$ cat config.mk
export PLATFORM = sky130hd
export DESIGN_NAME = pim_mapper
export DESIGN_NICKNAME = d
export VERILOG_FILES = /design/src/verilog/pim_pkg.sv /design/src/verilog/pim_mapper.sv
export VERILOG_INCLUDE_DIRS = /design/src /design/src/verilog
export SDC_FILE = /design/constraint.sdc
export NUM_CORES = 2
export LEC_CHECK = 0
export ABC_AREA = 1
export BUFFER_PORTS_ARGS = -buffer_cell sky130_fd_sc_hd__clkbuf_2
export CORE_AREA = 2 2 515 517
export DETAILED_ROUTE_END_ITERATION = 10
export DIE_AREA = 0 0 517 519
export GPL_TIMING_DRIVEN = 0
export PLACE_DENSITY = 0.43
export SLEW_MARGIN = 30
export SYNTH_ARGS = -nofsm -noshare
export SYNTH_HDL_FRONTEND = slang
export SYNTH_SLANG_ARGS = --single-unit
export TNS_END_PERCENT = 100
$ cat constraint.sdc
create_clock -name clock_in -period 7.28 [get_ports clock_in]
set_input_delay 0.728 -clock clock_in [delete_from_list [all_inputs] [get_ports clock_in]]
set_output_delay 0.728 -clock clock_in [all_outputs]
set_load 0.005 [all_outputs]
$ cat src/verilog/pim_defs.svh
// Function
// - each image direction is a six-byte parameter block plus 6/8/18/30/42 data bytes
// - selected image size is held in the dedicated image size register
// - a new size takes effect only at the coupler restart; old layout stays
// - small output image: control bytes, four out parameters, then data bytes 0 to 5
// - small input image: status bytes, in parameters, four port statuses, data 0 and 1
// - compressed packing comes from the master control register and covers all ports
// - compressed packing also applies to the larger images, data continuing from byte 2
// - compressed process mode: output bytes 4 and 5 carry data 0 and 1
// - compressed: input bytes 0,1 packed port status and 4,5 data in process mode
// - with error reaction enabled, a faulty port's input data reads as zero
// - vendor and device identifiers are optionally compared at port start-up
// - ports have several modes, default communication, and a master cycle time
// - packed status: lower port in low nibble, higher port in high nibble
// - after reset the image size register selects the 24-byte image
`ifndef PIM_DEFS_SVH
`define PIM_DEFS_SVH

// ---------------------------------------------------------------
// image layout
// ---------------------------------------------------------------
`define PIM_PARAM_BYTES 6
`define PIM_MAX_BYTES 48
`define PIM_DATA_BYTES 44
`define PIM_CHUNK_BYTES 12
`define PIM_CHUNKS 4
`define PIM_PSTAT_BYTES 4
`define PIM_CB_REGCOM_BIT 7

// ---------------------------------------------------------------
// size codes and reset values
// ---------------------------------------------------------------
`define PIM_SIZE_12 3'h0
`define PIM_SIZE_14 3'h1
`define PIM_SIZE_24 3'h2
`define PIM_SIZE_36 3'h3
`define PIM_SIZE_48 3'h4
`define PIM_SIZE_RST 3'h2
`define PIM_CYCLE_RST 8'h17

// ---------------------------------------------------------------
// timing
// ---------------------------------------------------------------
`define PIM_CLK_NS 20
`define PIM_CYCLE_UNIT_NS 100000

`endif

$ cat src/verilog/pim_pkg.sv
package pim_pkg;

  typedef enum logic [1:0] {
    PIM_MODE_COMM = 2'h0,
    PIM_MODE_DIG_IN = 2'h1,
    PIM_MODE_DIG_OUT = 2'h2,
    PIM_MODE_OFF = 2'h3
  } pim_mode_t;

  // per-port settings written by the configuration path
  typedef struct packed {
    logic check_vendor;
    logic check_device;
    logic err_react;
    pim_mode_t mode;
    logic [7:0] cycle_time;
    logic [15:0] vendor_id;
    logic [23:0] device_id;
  } pim_port_cfg_t;

  // identity reported by an attached device at start-up
  typedef struct packed {
    logic [15:0] vendor_id;
    logic [23:0] device_id;
  } pim_dev_id_t;

endpackage

$ cat src/verilog/pim_mapper.sv
`timescale 1ns/1ps
`include "pim_defs.svh"

module pim_mapper
  import pim_pkg::*;
#(
  parameter int CYCLE_UNIT_CLKS = `PIM_CYCLE_UNIT_NS / `PIM_CLK_NS,
  parameter logic [7:0] CYCLE_RST = `PIM_CYCLE_RST
) (
  // clock and reset
  input wire logic clock_in,
  input wire logic rst_in,
  // image size and master control
  input wire logic size_wr_in,
  input wire logic [2:0] size_code_in,
  input wire logic restart_in,
  input wire logic mctl_wr_in,
  input wire logic mctl_compress_in,
  output logic [2:0] image_size_reg_out,
  output logic [2:0] active_size_out,
  output logic compress_out,
  // exchange with the coupler
  input wire logic wr_valid_in,
  input wire logic [1:0] wr_chunk_in,
  input wire logic [95:0] wr_data_in,
  input wire logic rd_req_in,
  input wire logic [1:0] rd_chunk_in,
  output logic rd_valid_out,
  output logic [95:0] rd_data_out,
  // output fields towards the ports
  input wire logic [5:0] out_len_in,
  output logic [7:0] control_byte_zero_out,
  output logic [7:0] control_byte_one_out,
  output logic [3:0][7:0] out_param_byte_out,
  output logic [43:0][7:0] port_out_byte_out,
  output logic proc_mode_out,
  // input fields from the ports
  input wire logic [7:0] status_byte_zero_in,
  input wire logic [7:0] status_byte_one_in,
  input wire logic [3:0][7:0] in_param_byte_in,
  input wire logic [3:0][3:0] port_status_in,
  input wire logic [43:0][7:0] port_in_byte_in,
  input wire logic [3:0][5:0] in_len_in,
  input wire logic [3:0] port_error_in,
  // per-port configuration and start-up
  input wire logic [3:0] cfg_wr_in,
  input wire pim_port_cfg_t cfg_in,
  input wire logic [3:0] startup_in,
  input wire pim_dev_id_t [3:0] dev_id_in,
  output logic [3:0] id_ok_out,
  output logic [3:0] id_fail_out,
  output logic [3:0][1:0] port_mode_out,
  output logic [3:0] cycle_tick_out
);

  // ---------------------------------------------------------------
  // helpers
  // ---------------------------------------------------------------
  function automatic logic [5:0] img_total(input logic [2:0] code);
    unique case (code)
      `PIM_SIZE_12: img_total = 6'd12;
      `PIM_SIZE_14: img_total = 6'd14;
      `PIM_SIZE_24: img_total = 6'd24;
      `PIM_SIZE_36: img_total = 6'd36;
      default: img_total = 6'd48;
    endcase
  endfunction

  function automatic logic size_legal(input logic [2:0] code);
    size_legal = (code <= `PIM_SIZE_48);
  endfunction

  // ---------------------------------------------------------------
  // image size and master control
  // ---------------------------------------------------------------
  logic [2:0] size_reg_r;
  logic [2:0] active_size_r;
  logic compress_r;
  logic [5:0] total;

  always_ff @(posedge clock_in) begin
    if (rst_in) begin
      size_reg_r <= `PIM_SIZE_RST;
    end else if (size_wr_in && size_legal(size_code_in)) begin
      size_reg_r <= size_code_in;
    end
  end

  // layout changes only when the coupler restarts, so a half-written image never
  // gets reinterpreted mid-exchange
  always_ff @(posedge clock_in) begin
    if (rst_in) begin
      active_size_r <= `PIM_SIZE_RST;
    end else if (restart_in) begin
      active_size_r <= size_reg_r;
    end
  end

  always_ff @(posedge clock_in) begin
    if (rst_in) begin
      compress_r <= 1'b0;
    end else if (mctl_wr_in) begin
      compress_r <= mctl_compress_in;
    end
  end

  assign total = img_total(active_size_r);
  assign image_size_reg_out = size_reg_r;
  assign active_size_out = active_size_r;
  assign compress_out = compress_r;

  // ---------------------------------------------------------------
  // output image store
  // ---------------------------------------------------------------
  logic [7:0] out_img_r [`PIM_MAX_BYTES];
  logic proc_mode;

  always_ff @(posedge clock_in) begin
    if (rst_in) begin
      for (int i = 0; i < `PIM_MAX_BYTES; i++) begin
        out_img_r[i] <= 8'h00;
      end
    end else if (wr_valid_in) begin
      // one chunk per local bus cycle; bytes past the image end are dropped
      for (int i = 0; i < `PIM_CHUNK_BYTES; i++) begin
        if (6'(int'(wr_chunk_in) * `PIM_CHUNK_BYTES + i) < total) begin
          out_img_r[int'(wr_chunk_in) * `PIM_CHUNK_BYTES + i] <= wr_data_in[i*8 +: 8];
        end
      end
    end
  end

  // register communication is flagged in control byte zero
  assign proc_mode = ~out_img_r[0][`PIM_CB_REGCOM_BIT];
  assign proc_mode_out = proc_mode;

  // ---------------------------------------------------------------
  // output field decode
  // ---------------------------------------------------------------
  always_ff @(posedge clock_in) begin
    if (rst_in) begin
      control_byte_zero_out <= 8'h00;
      control_byte_one_out <= 8'h00;
      out_param_byte_out <= '0;
    end else begin
      control_byte_zero_out <= out_img_r[0];
      control_byte_one_out <= out_img_r[1];
      out_param_byte_out[0] <= out_img_r[2];
      out_param_byte_out[1] <= out_img_r[3];
      if (compress_r && proc_mode) begin
        out_param_byte_out[2] <= 8'h00;
        out_param_byte_out[3] <= 8'h00;
      end else begin
        out_param_byte_out[2] <= out_img_r[4];
        out_param_byte_out[3] <= out_img_r[5];
      end
    end
  end

  always_ff @(posedge clock_in) begin
    if (rst_in) begin
      port_out_byte_out <= '0;
    end else begin
      for (int k = 0; k < `PIM_DATA_BYTES; k++) begin
        port_out_byte_out[k] <= 8'h00;
        if (6'(k) < out_len_in) begin
          if (compress_r) begin
            if (k >= 2 && 6'(k + 4) < total) begin
              port_out_byte_out[k] <= out_img_r[k + 4];
            end else if (k < 2 && proc_mode) begin
              port_out_byte_out[k] <= out_img_r[k + 4];
            end
          end else if (6'(k + `PIM_PARAM_BYTES) < total) begin
            port_out_byte_out[k] <= out_img_r[k + `PIM_PARAM_BYTES];
          end
        end
      end
    end
  end

  // ---------------------------------------------------------------
  // port configuration
  // ---------------------------------------------------------------
  pim_port_cfg_t cfg_r [4];

  always_ff @(posedge clock_in) begin
    for (int p = 0; p < 4; p++) begin
      if (rst_in) begin
        cfg_r[p] <= '{check_vendor: 1'b0, check_device: 1'b0, err_react: 1'b0,
                      mode: PIM_MODE_COMM, cycle_time: CYCLE_RST,
                      vendor_id: 16'h0000, device_id: 24'h000000};
      end else if (cfg_wr_in[p]) begin
        cfg_r[p] <= cfg_in;
      end
    end
  end

  always_comb begin
    for (int p = 0; p < 4; p++) begin
      port_mode_out[p] = cfg_r[p].mode;
    end
  end

  // ---------------------------------------------------------------
  // input image assembly
  // ---------------------------------------------------------------
  logic [7:0] in_img [`PIM_MAX_BYTES];
  logic [7:0] in_data [`PIM_DATA_BYTES];

  // input bytes are packed port after port; a port in error with error reaction
  // enabled contributes zeros so the controller never sees stale values
  always_comb begin
    logic [5:0] start;
    logic masked;
    start = 6'd0;
    masked = 1'b0;
    for (int k = 0; k < `PIM_DATA_BYTES; k++) begin
      in_data[k] = 8'h00;
    end
    for (int p = 0; p < 4; p++) begin
      masked = cfg_r[p].err_react && port_error_in[p];
      for (int k = 0; k < `PIM_DATA_BYTES; k++) begin
        if (6'(k) >= start && 6'(k) < 6'(start + in_len_in[p]) && !masked) begin
          in_data[k] = port_in_byte_in[k];
        end
      end
      start = 6'(start + in_len_in[p]);
    end
  end

  always_comb begin
    for (int i = 0; i < `PIM_MAX_BYTES; i++) begin
      in_img[i] = 8'h00;
    end
    if (compress_r && proc_mode) begin
      in_img[0] = {port_status_in[1], port_status_in[0]};
      in_img[1] = {port_status_in[3], port_status_in[2]};
      in_img[4] = in_data[0];
      in_img[5] = in_data[1];
    end else begin
      in_img[0] = status_byte_zero_in;
      in_img[1] = status_byte_one_in;
      in_img[4] = in_param_byte_in[2];
      in_img[5] = in_param_byte_in[3];
    end
    in_img[2] = in_param_byte_in[0];
    in_img[3] = in_param_byte_in[1];
    if (compress_r) begin
      for (int i = `PIM_PARAM_BYTES; i < `PIM_MAX_BYTES; i++) begin
        if (6'(i) < total) begin
          in_img[i] = in_data[i - 4];
        end
      end
    end else begin
      for (int p = 0; p < `PIM_PSTAT_BYTES; p++) begin
        in_img[`PIM_PARAM_BYTES + p] = {4'h0, port_status_in[p]};
      end
      for (int i = 10; i < `PIM_MAX_BYTES; i++) begin
        if (6'(i) < total) begin
          in_img[i] = in_data[i - 10];
        end
      end
    end
  end

  // ---------------------------------------------------------------
  // coupler read of the input image
  // ---------------------------------------------------------------
  always_ff @(posedge clock_in) begin
    if (rst_in) begin
      rd_valid_out <= 1'b0;
      rd_data_out <= '0;
    end else begin
      rd_valid_out <= rd_req_in;
      if (rd_req_in) begin
        for (int i = 0; i < `PIM_CHUNK_BYTES; i++) begin
          rd_data_out[i*8 +: 8] <= in_img[int'(rd_chunk_in) * `PIM_CHUNK_BYTES + i];
        end
      end
    end
  end

  // ---------------------------------------------------------------
  // start-up identity checks
  // ---------------------------------------------------------------
  always_ff @(posedge clock_in) begin
    for (int p = 0; p < 4; p++) begin
      if (rst_in) begin
        id_ok_out[p] <= 1'b0;
        id_fail_out[p] <= 1'b0;
      end else if (startup_in[p]) begin
        // a disabled check always passes
        id_ok_out[p] <= (!cfg_r[p].check_vendor || dev_id_in[p].vendor_id == cfg_r[p].vendor_id)
          && (!cfg_r[p].check_device || dev_id_in[p].device_id == cfg_r[p].device_id);
        id_fail_out[p] <= !((!cfg_r[p].check_vendor ||
          dev_id_in[p].vendor_id == cfg_r[p].vendor_id) && (!cfg_r[p].check_device ||
          dev_id_in[p].device_id == cfg_r[p].device_id));
      end
    end
  end

  // ---------------------------------------------------------------
  // master cycle timing
  // ---------------------------------------------------------------
  logic [31:0] unit_cnt_r;
  logic unit_tick;
  logic [7:0] cyc_cnt_r [4];

  always_ff @(posedge clock_in) begin
    if (rst_in || unit_tick) begin
      unit_cnt_r <= 32'h0;
    end else begin
      unit_cnt_r <= unit_cnt_r + 32'h1;
    end
  end

  assign unit_tick = (unit_cnt_r == 32'(CYCLE_UNIT_CLKS - 1));

  // cycle time counts 100 us units; zero is treated as one unit
  always_ff @(posedge clock_in) begin
    for (int p = 0; p < 4; p++) begin
      if (rst_in) begin
        cyc_cnt_r[p] <= 8'h00;
        cycle_tick_out[p] <= 1'b0;
      end else begin
        cycle_tick_out[p] <= 1'b0;
        if (unit_tick) begin
          if (cyc_cnt_r[p] + 8'h01 >= cfg_r[p].cycle_time) begin
            cyc_cnt_r[p] <= 8'h00;
            cycle_tick_out[p] <= (cfg_r[p].mode == PIM_MODE_COMM);
          end else begin
            cyc_cnt_r[p] <= cyc_cnt_r[p] + 8'h01;
          end
        end
      end
    end
  end

endmodule // pim_mapper

---- Yosys cells after proc, flatten, opt, wreduce, memory -nomap -nowiden ----
Memories as Yosys holds them, arrays and structs flattened. A register that Yosys moved wholly into a read port is not among the register bits.
Index checks and enable logic that the tools add are counted.
Widths: inputs -> output; s select.
word-level totals
  bits in registers ....................... 524
  latch bits .............................. 0
  RAM bits ................................ 628
  bits in read-only memories .............. 0
  input port bits ......................... 782
  logic and storage cells ................. 1548
  memories ................................ 3
memory list
  memory     words  bits a word  read ports  clocked after memory_dff  wr ports  line               source
  out_img_r  48     8            50          3                         48        pim_mapper.sv:115  logic [7:0] out_img_r [`PIM_MAX_BYTES];
  cfg_r      4      53           4           0                         4         pim_mapper.sv:184  pim_port_cfg_t cfg_r [4];
  cyc_cnt_r  4      8            4           0                         4         pim_mapper.sv:307  logic [7:0] cyc_cnt_r [4];
operators by class
  $add $sub $neg .......................... 30
  multipliers ............................. 2
  div/mod/pow operators ................... 0
  $lt $le $gt $ge ......................... 425
  eq/ne operators ......................... 12
  shift-type cells ........................ 0
  mux-type cells .......................... 528
  bitwise logic cells ..................... 74
  reductions and logical operators ........ 409
operators by type and width
  kind                   number
  $mux 8                 390
  $bmux 8 s6             12
  $lt 5x6->1 const A     96
  $lt 6x6->1 const A     78
  $ge 32x7->1 const B    12
  $not 32->32            11
  $mux 336               1
  $logic_and 1x1->1      318
  $ge 5x6->1 const A     48
  $lt 4x6->1 const A     48
  $ge 6x6->1 const A     36
  $mux 53                4
  $ge 4x6->1 const A     24
  $lt 3x6->1 const A     22
  $add 32x4->32 const B  4
  $mux 1                 106
  $add 32x5->32 const B  3
  $eq 24x24->1           4
  $reduce_or 8->1        12
  $reduce_or 2->1        45
  $ge 3x6->1 const A     12
  $lt 6x6->1             12
  $mux 6                 12
  $add 32x3->32 const B  2
  other kinds (30)       168

---- Depth between registers and ports, before layout ----
An unclocked memory read counts as a cell.
  depth after elaboration ................. 13
  depth in mapped cells ................... 36
  depth with buffers taken out ............ 35

---- Least setup slack after synthesis ----
Ideal clock, no wire load.
  path type ............................... input to register
  start ................................... input port in_len_in[0] in the netlist's numbering
  end ..................................... register rd_data_out[20]
  setup time .............................. 0.119 ns
  arrival time ............................ 5.186 ns
  path slack .............................. 1.975 ns
  stages on the path ...................... 34
  path buffers ............................ 1
  path through ............................ ha_1 -> inv_1 -> fa_1 -> clkinv_1 -> fa_1 -> nand2_1 -> inv_2 -> o21ai_1 -> nand2_1 -> xnor2_4 -> inv_2 -> ha_1 -> nand2_1 -> inv_1 -> nand3_1 -> nand3_1 -> nand2_1 -> nand2_1 -> clkinv_1 -> nand3_2 -> nand2_2 -> nor2_4 -> nand3_1 -> nand3_1 -> nand2_1 -> buf_4 -> nand3_1 -> nand3_1 -> nand2_1 -> nand2_1 -> nand3_1 -> nand2_1 -> nand2_1 -> a21oi_1
between the ends
  cells in the longest elaborated chain, start to end .. 12
  elaborated cells between the ends (all ways) .. 880
  classes of those cells .................. add/sub: 3; order compare: 308; mux: 261; reduce/logical: 308
RTL lines
  item                                                       line                                  source
  from (decl)                                                pim_mapper.sv:43                      input wire logic [3:0][5:0] in_len_in,
  $add 6x6->6                                                pim_mapper.sv:223, pim_mapper.sv:227
  $add 6x6->6 (tied with other cells)                        pim_mapper.sv:223, pim_mapper.sv:227
  $add 6x6->6 (tied with other cells)                        -
  $lt 6x6->1 (tied with other cells)                         pim_mapper.sv:223                     if (6'(k) >= start && 6'(k) < 6'(start + in_len_in[p]) && !masked) begin
  $logic_and 1x1->1 or $mux 8 (tied branches) (2 in series)  pim_mapper.sv:223
  $mux 8                                                     pim_mapper.sv:223
  $mux 8 (on tied branches)                                  pim_mapper.sv:259, pim_mapper.sv:250
  $mux 336                                                   pim_mapper.sv:248                     if (compress_r) begin
  $bmux 8 s6 (*)                                             pim_mapper.sv:277                     rd_data_out[i*8 +: 8] <= in_img[int'(rd_chunk_in) * `PIM_CHUNK_BYTES + i];
  $mux 8 (*) (2 in series)                                   pim_mapper.sv:277
  to (signal, indexed assignment)                            pim_mapper.sv:277
  to (decl)                                                  pim_mapper.sv:29                      output logic [95:0] rd_data_out,
Every way passes the cells marked *; elsewhere a longest branch is shown, timed or not. The select of a mux whose other input is x is not followed.
A chain may end at the register's enable or synchronous reset.

---- Worst setup path after layout ----
  start ................................... input port in_len_in[1] in the netlist's numbering
  end ..................................... register rd_data_out[37]
Same word-level chain as after synthesis.

==> impl_metrics.csv <==
group,metric,value,unit
floorplan,die_h,519,um
grt,grt_pass1_vias,79300,
floorplan,die_x,517,um
yosys,synth_area_leader_cell,"edfxtp_1",
final_layout,final_cell_area,86500,um^2
timing,skew,62.1,ps
timing,finalSetupViolations,10,
timing,setup_tns,-566,ps
placed_design,hpwl,529000,um
yosys,yosysWarnings,0,
setup_path,worstPathArrival,8210,ps
detailed_routing,drt-initial-drc-count,13000,
detailed_routing,routed_wl,627000,um
setup_path,critPathMaxFanout,10,
timing,fin_crit_sh,1.02,
timing,slew_viol_final,0,
final_layout,drive_above_1_share,0.179,
floorplan,num_rows,189,
flow_run,cap_violations,0,
placed_design,port-buffer-count,1270,
cts,numCtsBuffers,145,
power_and_ir_drop,peakVddDrop,0.193,mV
grt,antenna_found_initial,70,
yosys,synthArstFlopShare,0,
detailed_routing,viasPerCell,5.85,
setup_path,critical_path_class,"input port to flip-flop",
cts,htreeDepth,4,
yosys,syn_inst,9457,
timing,slew_headroom,0.206,
setup_path,cp-end-kind,"flip-flop",
power_and_ir_drop,p_per_area,255,nW/um^2
grt,overflow,0,
final_layout,final_cell_count_no_fill,14600,
detailed_routing,vias,85400,
yosys,ys_top_cells_by_count,"nand2_1, nand3_1, nor2_1, inv_1, a21oi_1",
cts,cts_tree,"done",
yosys,synth_cell_types,64,
cts,cts_max_path_buffers,4,
final_layout,final_net_count,11800,
placed_design,placedInstanceArea,81400,um^2
setup_path,start_kind,"input port",
grt,grt_pass1_wl,791000,um
setup_path,required,8040,ps
yosys,synth.cell_area,69300,um^2
detailed_routing,drc,0,
cts,root_buffer,"clkbuf_16",
placed_design,gp_congestion,1.09,
yosys,seq_area_frac_synth,0.430,
outcome,outcome,"finished, violations left",
timing,whs,135,ps
final_layout,area_delta_synth_final,24.8,%
power_and_ir_drop,p_leak,38.2,nW
yosys,yosysMostFrequentCell,"nand2_1",
detailed_routing,detail_route.wl_per_cell,42.9,um
timing,fin_ws,-176,ps
floorplan,start_util,0.263,
timing,tightest_slew,1190,ps
yosys,synth_enable_flop_cells,628,
min_path,holdCritPathClass,"input port to flip-flop",
floorplan,placeableCoreArea,263000,um^2
yosys,synth.avg_cell_area,7.33,um^2
timing,hold_viol_final,0,
detailed_routing,final_antenna_net_count,0,
floorplan,die_area,268000,um^2
grt,grt_max_degree,42,
yosys,synth_flop_cell,"edfxtp_1",
detailed_routing,first_pass_iters,7,
cts,clkLatencyLatePin,840,ps
cts,cts.sinks,1176,
yosys,synth_top_area_share,0.272,
floorplan,ioPinCount,1307,
outcome,violations,"negative setup slack",
yosys,ys_top_cells_by_area,"edfxtp_1, dfxtp_1, nand3_1, nand2_1, a21oi_1",
cts,clk_pin_slew,70,ps
yosys,syn_nets,10300,
timing,fin_crit,7460,ps
grt,grtUsageTotal,0.448,
final_layout,fin_util,0.328,
placed_design,placed_cells,14300,
yosys,ys_ff_latch,1176,
timing,fmax,0.134,GHz
path summary, 6_finish.rpt:
path	startpoint	end	slack [ps]	cells past startpoint
max	in_len_in[1]	rd_data_out[37]	-180	26
min	startup_in[0]	id_ok_out[0]	130	2
max reg2reg	active_size_out[2]	out_img_r[40][2]	410	17
min reg2reg	cfg_r[1][49]	cycle_tick_out[1]	460	1
worst max-delay path, stage by stage:
cell,delay (ps)
clkbuf_2,330
clkinvlp_4,220
fa_2,760
clkinv_2,310
ha_1,290
a21oi_1,220
nand3b_1,120
nand2_1,340
inv_1,300
ha_1,410
a21oi_1,180
nand2_1,90
xnor2_1,210
clkbuf_1,300
nor3_1,460
o2111ai_1,160
inv_1,90
nand2_1,50
nand2_1,510
buf_2,330
nand3_1,210
nand3_1,160
nand3_1,380
o21ai_1,740
nand2_1,120
a21oi_1,170
where the power goes:
part	switching [mW]	internal [mW]	leakage (nW)	total (mW)
Sequential	0.427	7.45	11.0	7.88
Clock	3.12	4.29	2.33	7.41
Combinational	5.25	1.47	24.9	6.72
Total	8.80	13.2	38.2	22.0
metal layers:
layer  global-route usage  routed length, um  up-vias
met5                    0                142        -
met3                0.111              62200     1607
met1                0.540             236000    41800
met4                0.392              67200       20
met2                0.661             261000     6575
li1                     -                  -    35400
through the flow:
stage	worst slack, ps	total power [mW]
floorplan	1980	10.5
global placement	-2350	14.2
detailed placement	-2130	14.3
CTS	72.1	21.7
global route	-10.4	22.3
finish	-176	22.0
sequential cells by signal (all words and copies together), names as in the netlist:
| signal | count |
|---|---|
| unit_cnt_r | 32 |
| image_size_reg_out | 3 |
| id_fail_out | 4 |
| out_img_r | 384 |
| cycle_tick_out | 4 |
| cyc_cnt_r | 32 |
| id_ok_out | 4 |
| rd_valid_out | 1 |
| control_byte_zero_out | 8 |
| cfg_r | 212 |
| out_param_byte_out | 32 |
| rd_data_out | 96 |
| control_byte_one_out | 8 |
| port_out_byte_out | 352 |
| compress_out | 1 |
| active_size_out | 3 |
final cells by class:
type	instances	area (um^2)
multi-input cells	6785	33900
flip-flops and latches	1176	29800
clock buffers	196	4170
inverters	869	3270
repair buffers	1318	7380
plain buffers	626	2790
fillers	29000	177000
diodes	48	120
well taps	3533	4420
clock inverters	58	552
cells by family (layout without fill, tap and decap cells):
| logic type | after synthesis | after routing | share of synthesized area |
|---|---|---|---|
| AOI/OAI and AO/OA | 1854 | 1854 | 0.156 |
| xor gates and xnor gates | 161 | 161 | 0.0209 |
| adders and majority gates | 81 | 81 | 0.0150 |
| buffers and inverters | 1496 | 3067 | 0.0843 |
| DFF | 1176 | 1176 | 0.430 |
| other | 0 | 48 | 0 |
| and+or+nand+nor | 4689 | 4689 | 0.294 |
repair_timing:
action | CTS | global route
setup buffers | 3 | 1
setup endpoints to repair | 582 | 132
pin swaps | 1 | 0
hold buffers | 0 | 0
resized for setup | 14 | 10
endpoints found under the hold margin | 0 | 0
cell usage in the layout (no fill, tap or decap), types with 15 or more instances in the layout:
cell and n:
clkbuf_16 154, buf_2 115, nor4_1 19, xor2_1 71, edfxtp_1 628, nand3_1 1525
nor3_1 57, clkinv_2 25, nor2_2 26, buf_4 34, o21ai_1 43, or2_2 28
inv_1 830, buf_1 59, o2111ai_1 20, nand2_1 1969, o22ai_1 189, a211oi_1 17
ha_1 78, clkbuf_2 1381, a32o_1 15, a21oi_1 674, clkinv_1 30, buf_16 25
diode_2 48, o211ai_1 91, o21a_1 17, nand4_1 137, a22oi_1 105, o21ai_0 492
o32ai_1 23, clkbuf_1 328, o221ai_1 40, nand2_2 28, nor2_1 840, a31oi_1 59
xnor2_1 83, dfxtp_1 548, clkbuf_8 16
No activity file was read; power rests on OpenSTA's default activity.
